`config.mk`:
```
export PLATFORM = sky130hd
export DESIGN_NAME = hsc_top
export DESIGN_NICKNAME = d
export VERILOG_FILES = /design/src/hw/hsc_pkg.sv /design/src/hw/hsc_ctrl_if.sv /design/src/hw/hsc_top.sv /design/src/hw/hsc_out_stage.sv
export VERILOG_INCLUDE_DIRS = /design/src /design/src/hw
export SDC_FILE = /design/constraint.sdc
export NUM_CORES = 1
export LEC_CHECK = 0
export BUFFER_PORTS_ARGS = -buffer_cell sky130_fd_sc_hd__buf_2
export CORE_MARGIN = 4
export CORE_UTILIZATION = 58
export CTS_CLUSTER_DIAMETER = 40
export DETAILED_ROUTE_END_ITERATION = 7
export PLACE_DENSITY = 0.83
export SLEW_MARGIN = 30
export SYNTH_ARGS = -nofsm -noshare
export SYNTH_HDL_FRONTEND = slang
export SYNTH_SLANG_ARGS = --single-unit
```
`constraint.sdc`:
```
create_clock -name i_clk -period 3.2 [get_ports i_clk]
set_input_delay 0.32 -clock i_clk [delete_from_list [all_inputs] [get_ports i_clk]]
set_output_delay 0.32 -clock i_clk [all_outputs]
set_load 0.01 [all_outputs]
```
`src/hw/hsc_cfg.svh`:
```
// Constants of the hardware standby controller
`ifndef HSC_CFG_SVH
`define HSC_CFG_SVH
// Reset sequence length in clock cycles after reset release
`define HSC_RESET_SEQ_CYCLES 8'h10
`define HSC_RESET_SEQ_W      8
// Mode pin code that selects programmer mode
`define HSC_MODE_PROG        2'h0
`endif

```
`src/hw/hsc_pkg.sv`:
```
// Types of the hardware standby controller
package hsc_pkg;
    typedef enum logic [2:0] {
        HSC_RUN     = 3'b000,
        HSC_STANDBY = 3'b001,
        HSC_WAKE    = 3'b010,
        HSC_RESSEQ  = 3'b011,
        HSC_HELDRST = 3'b100
    } hsc_state_t;
endpackage : hsc_pkg

```
`src/hw/hsc_ctrl_if.sv`:
```
// Control bundle between the sequencer and its output stage
`timescale 1ns/10ps
interface hsc_ctrl_if;
    logic halt;
    logic clear_periph;
    logic float_io;
    logic osc_run;
    logic prog_mode;
    modport seq (output halt, output clear_periph, output float_io, output osc_run,
                 output prog_mode);
    modport outs (input halt, input clear_periph, input float_io, input osc_run,
                  input prog_mode);
endinterface : hsc_ctrl_if

```
`src/hw/hsc_top.sv`:
```
// Hardware standby sequencer: pin driven entry, oscillator restart, reset sequence
`timescale 1ns/10ps
`include "hsc_cfg.svh"
module hsc_top (
    input  wire logic       i_clk,
    input  wire logic       i_rst,
    input  wire logic       i_standby_request_n,
    input  wire logic       i_external_reset_n,
    input  wire logic       i_mode_select_hi,
    input  wire logic       i_mode_select_lo,
    input  wire logic       i_irq,
    output logic            o_cpu_halt,
    output logic            o_periph_clear,
    output logic            o_io_float,
    output logic            o_osc_enable,
    output logic            o_prog_mode,
    output logic            o_ram_write_block,
    output logic            o_irq_accept,
    output logic            o_in_standby
);
    // ****************************************************************
    // State
    // ****************************************************************
    typedef struct packed {
        hsc_pkg::hsc_state_t                 fsm;
        logic [`HSC_RESET_SEQ_W-1:0]         cnt;
        logic                                ram_blk;
        logic                                irq_acc;
        logic                                standby_request_n;
    } hsc_top_t;

    hsc_top_t st_reg;
    hsc_top_t st_next;

    hsc_ctrl_if ctrl ();

    logic in_low_power;
    logic mode_prog;

    assign mode_prog = ({i_mode_select_hi, i_mode_select_lo} == `HSC_MODE_PROG);

    // ****************************************************************
    // Sequencer
    // ****************************************************************
    always_comb begin
        st_next         = st_reg;
        st_next.irq_acc = 1'b0;
        case (st_reg.fsm)
            hsc_pkg::HSC_RUN: begin
                if (!i_external_reset_n) begin
                    st_next.fsm = hsc_pkg::HSC_HELDRST;
                end else begin
                    st_next.irq_acc = i_irq;
                end
            end
            hsc_pkg::HSC_HELDRST: begin
                if (i_external_reset_n) begin
                    st_next.fsm = hsc_pkg::HSC_RESSEQ;
                    st_next.cnt = '0;
                end
            end
            hsc_pkg::HSC_STANDBY: begin
                // Oscillator restarts only once the request is released
                if (i_standby_request_n) begin
                    st_next.fsm = hsc_pkg::HSC_WAKE;
                end
            end
            hsc_pkg::HSC_WAKE: begin
                // Leaves for the reset sequence as soon as i_external_reset_n is high, so release with reset high resumes execution
                if (i_external_reset_n) begin
                    st_next.fsm = hsc_pkg::HSC_RESSEQ;
                    st_next.cnt = '0;
                end
            end
            hsc_pkg::HSC_RESSEQ: begin
                if (!i_external_reset_n) begin
                    st_next.fsm = hsc_pkg::HSC_HELDRST;
                end else if (st_reg.cnt == `HSC_RESET_SEQ_CYCLES - 8'h01) begin
                    st_next.fsm = hsc_pkg::HSC_RUN;
                end else begin
                    st_next.cnt = st_reg.cnt + 8'h01;
                end
            end
            default: begin
                st_next.fsm = hsc_pkg::HSC_HELDRST;
            end
        endcase
        // Request low wins over every state, sleep or otherwise
        if (!i_standby_request_n) begin
            st_next.fsm     = hsc_pkg::HSC_STANDBY;
            st_next.irq_acc = 1'b0;
        end
        st_next.standby_request_n    = (st_next.fsm == hsc_pkg::HSC_STANDBY);
        // Block RAM writes so contents survive the power-down
        st_next.ram_blk = (st_next.fsm != hsc_pkg::HSC_RUN);
    end

    always_ff @(posedge i_clk or posedge i_rst) begin
        if (i_rst) begin
            st_reg <= '{fsm: hsc_pkg::HSC_HELDRST, cnt: '0, ram_blk: 1'b1,
                        irq_acc: 1'b0, standby_request_n: 1'b0};
        end else begin
            st_reg <= st_next;
        end
    end

    // ****************************************************************
    // Control outputs
    // ****************************************************************
    assign in_low_power = (st_next.fsm == hsc_pkg::HSC_STANDBY);

    assign ctrl.halt         = (st_next.fsm != hsc_pkg::HSC_RUN);
    assign ctrl.clear_periph = (st_next.fsm != hsc_pkg::HSC_RUN);
    assign ctrl.float_io     = in_low_power;
    // Oscillator stops only while the request is held low
    assign ctrl.osc_run      = !in_low_power;
    // Mode pins are not latched: a change in standby reaches o_prog_mode on the next clock
    assign ctrl.prog_mode    = in_low_power && mode_prog;

    hsc_out_stage u_out (
        .i_clk          (i_clk),
        .i_rst          (i_rst),
        .ctrl           (ctrl),
        .o_cpu_halt     (o_cpu_halt),
        .o_periph_clear (o_periph_clear),
        .o_io_float     (o_io_float),
        .o_osc_enable   (o_osc_enable),
        .o_prog_mode    (o_prog_mode)
    );

    assign o_ram_write_block = st_reg.ram_blk;
    assign o_irq_accept      = st_reg.irq_acc;
    assign o_in_standby      = st_reg.standby_request_n;
endmodule : hsc_top

```
`src/hw/hsc_out_stage.sv`:
```
// Registered output stage of the hardware standby controller
`timescale 1ns/10ps
module hsc_out_stage (
    input  wire logic i_clk,
    input  wire logic i_rst,
    hsc_ctrl_if.outs  ctrl,
    output logic      o_cpu_halt,
    output logic      o_periph_clear,
    output logic      o_io_float,
    output logic      o_osc_enable,
    output logic      o_prog_mode
);
    typedef struct packed {
        logic halt;
        logic clr;
        logic flt;
        logic osc;
        logic prog;
    } hsc_out_t;

    hsc_out_t st_reg;
    hsc_out_t st_next;

    always_comb begin
        st_next      = st_reg;
        st_next.halt = ctrl.halt;
        st_next.clr  = ctrl.clear_periph;
        st_next.flt  = ctrl.float_io;
        st_next.osc  = ctrl.osc_run;
        st_next.prog = ctrl.prog_mode;
    end

    // Safe values at reset: halted, cleared, floating, oscillator on
    always_ff @(posedge i_clk or posedge i_rst) begin
        if (i_rst) begin
            st_reg <= '{halt: 1'b1, clr: 1'b1, flt: 1'b1, osc: 1'b1, prog: 1'b0};
        end else begin
            st_reg <= st_next;
        end
    end

    assign o_cpu_halt     = st_reg.halt;
    assign o_periph_clear = st_reg.clr;
    assign o_io_float     = st_reg.flt;
    assign o_osc_enable   = st_reg.osc;
    assign o_prog_mode    = st_reg.prog;
endmodule : hsc_out_stage

```
==> results by group <==
Outcome
  – Status: finished, final reports clean

Global routing
  – Largest net degree at the start of global routing: 18
  – First-pass GRT wire length: between 3000 and 4000 um
  – GRT Total Usage: 17.33%
  – Initial antenna violation count: 0
  – Congestion Overflow GR: 0
  – Number of global-route vias before repair: 747

Die
  – Ports: 15
  – Die Width: 48.57 um
  – Core ar.: 1524 um2
  – Initial Utilization: approximately 63%
  – Num rows: 14
  – Die Y: approximately 50 um
  – Die ar.: 2359 um2

Logic synthesis
  – Largest area contributor in the netlist: dfrtp_1
  – Most frequent cells after synthesis: 13 x dfrtp_1, 9 x nand2_1, 8 x a21oi_1, 6 x nor2_1, 6 x o21ai_0
  – Post-Syn Nets: 104
  – Share of the yosys chip area belonging to registers: 45.09%
  – Cell variety after synth: 39
  – Cell Area, Synth: 954.7 um2
  – Syn Area/Cell: 9.944 um2
  – Post-synthesis register bit count: 17
  – Main synth FF type: dfrtp_1
  – Asr flop ratio synth: 100.0%
  – Post-Syn Instances: 96
  – EDFF count, synth: 0
  – Count leader, synth: dfrtp_1
  – Area contributors post-synth: dfrtp_1 34%, dfstp_2 11%, buf_6 4.7%
  – Ys Warns: 0
  – Synth top area share: 34.08%

Detailed routing
  – Post-route ant nets: 0
  – Final WL: 1972 um
  – Drt first pass iters: 5
  – 1st-iter DRT viols: 32
  – DR vias/cell: 6.402
  – DRC errors left: 0
  – Vias: 781
  – WL per Instance: approximately 16 um

Setup path
  – Worst-path cell chain: nor4_2 -> a311oi_1 -> o21ai_0 -> mux2_2
  – Critical Path Fanout Max: 5
  – Crit path required time: 3.43 ns
  – CP Capture Type: register
  – Slowest CP cell: nor4_2
  – Crit-path max cell delay: ~0.55 ns
  – Crit path DAT: 2.13 ns
  – Kind of critical path: reg -> reg
  – Crit path max-delay family: compound AO/OA/AOI/OAI gates
  – Buf/Inv on CP: 0
  – Type of origin of the critical path: register

Layout
  – Largest register FFs: 11
  – Fillers: approximately 120
  – NumNets Final: 115
  – Non-filler cells, final: ~120
  – Synth-to-layout area growth: 4.194%
  – Layout cells sized above 1: 26.42%
  – Number of diodes: 0
  – Core Util, Final: roughly 65%

Power and ir drop
  – PD cells: 465.2 nW/um2
  – Worst vdd ir: 274.5 uV
  – P_leak: around 0.43 nW

Clock tree
  – Sink Count: 17
  – CTS tree: done
  – H-tree levels: 1
  – Hold buffer count at cts: 0
  – Clock latency on the worst-skew pair: 0.28 ns
  – Clk slew on worst S/H paths: 0.09 ns
  – CTS Root Cell: clkbuf_4
  – CTS Buffer Depth: 2
  – TritonCTS Buffers: 3
  – Post-CTS setup buffer count: 0
  – PostCTS Resize Cnt: 0

Timing
  – Final Setup Violations: 0
  – Peak Freq: 524.8 MHz
  – Rel. slew slack: 57.94%
  – Fin crit period: 1.905 ns
  – Worst Tran Pin Value: between 0.6 and 0.7 ns
  – Slew Limit Fails: 0
  – RSZ-0062 raised after global routing: false
  – Count of final hold-check violations: 0
  – Post-Route Skew: 0.0009751 ns
  – Setup TNS Final: 0 ns
  – Final cycle utilization of the critical path: 59.54%

Run
  – Max Cap Violations: 0

Place
  – Placed Instances: 118
  – Post-DP HPWL: 1463 um
  – Gp weighted congestion: 0.9288
  – PortBufs: 14

Hold path
  – Worst Hold Class: in -> async
## routing by layer
metal / up-vias / track usage (%) / part of all wire (%)
li1: 373 / - / -
met1: 377 / 21.05 / 42
met2: 29 / 29.35 / 53
met3: 2 / 3.067 / 4.6
met4: 0 / 8.072 / 0.86
met5: - / 0 / 0
## worst paths after layout
check	from	to	slack, ns	cells after the start
setup / recovery	st_reg[9]	st_reg[3]	1.29	4
hold / removal	i_rst	u_out.o_prog_mode	0.10	2
setup reg to reg	st_reg[9]	st_reg[3]	1.29	4
hold reg to reg	st_reg[13]	st_reg[13]	0.58	2
max in group asynchronous	i_rst	st_reg[10]	2.70	2
min in group i_clk	i_standby_request_n	u_out.o_osc_enable	0.15	1
## worst reg2reg max path, cell delays in order, from the launching register on
cell      delay [ns]
dfrtp_1         0.44
nor4_2          0.55
a311oi_1        0.20
o21ai_0         0.43
mux2_2          0.24
## stage by stage
step	hold WS [ns]	power (mW)	setup WS, ns	instance area, um2
final	0.1009	0.4627	1.295	994.7
after global routing	0.1206	0.4989	1.241	994.7
after CTS	0.1080	0.4693	1.325	994.7
after detailed placement	0.4307	0.3547	1.348	967.2
after global placement	0.4217	0.3471	1.400	967.2
after floorplan	0.2432	0.3381	1.344	954.7
## area by class of cell
type                    count  area (um2)  area share (%)
repair buffers             14       70.07           7.044
clock buffers               3       22.52           2.264
flip-flops and latches     17       430.4           43.27
multi-input cells          68       435.4           43.77
inverters                   3       11.26           1.132
clock inverters             1       5.005          0.5031
well taps                  16       20.02           2.013
## logic make-up after synthesis
kind of cell    Yosys count  share of synthesized area, %
buf+inv                  11                         9.304
compound gates           27                         19.14
flops                    17                         45.08
simple gates             37                         22.02
fa+ha+maj                 1                         1.310
mux                       2                         2.228
xor+xnor                  1                        0.9176
## power by group
group / switching, mW / internal, mW
Combinational: 0.0454 / 0.0389
Sequential: 0.0294 / 0.238
Clock: 0.0642 / 0.0464
## cell usage in the layout, fill, tap and decap left out, types with 3 or more instances in the layout
master,netlist,final
buf_2,0,14
dfrtp_1,13,13
nand2_1,9,9
a21oi_1,8,8
nor2_1,6,6
o21ai_0,6,6
nand4_1,4,4
dfstp_2,4,4
inv_1,3,3
or4_1,3,3
clkbuf_4,0,3
Note: power is estimated with default switching activity, not from simulation.
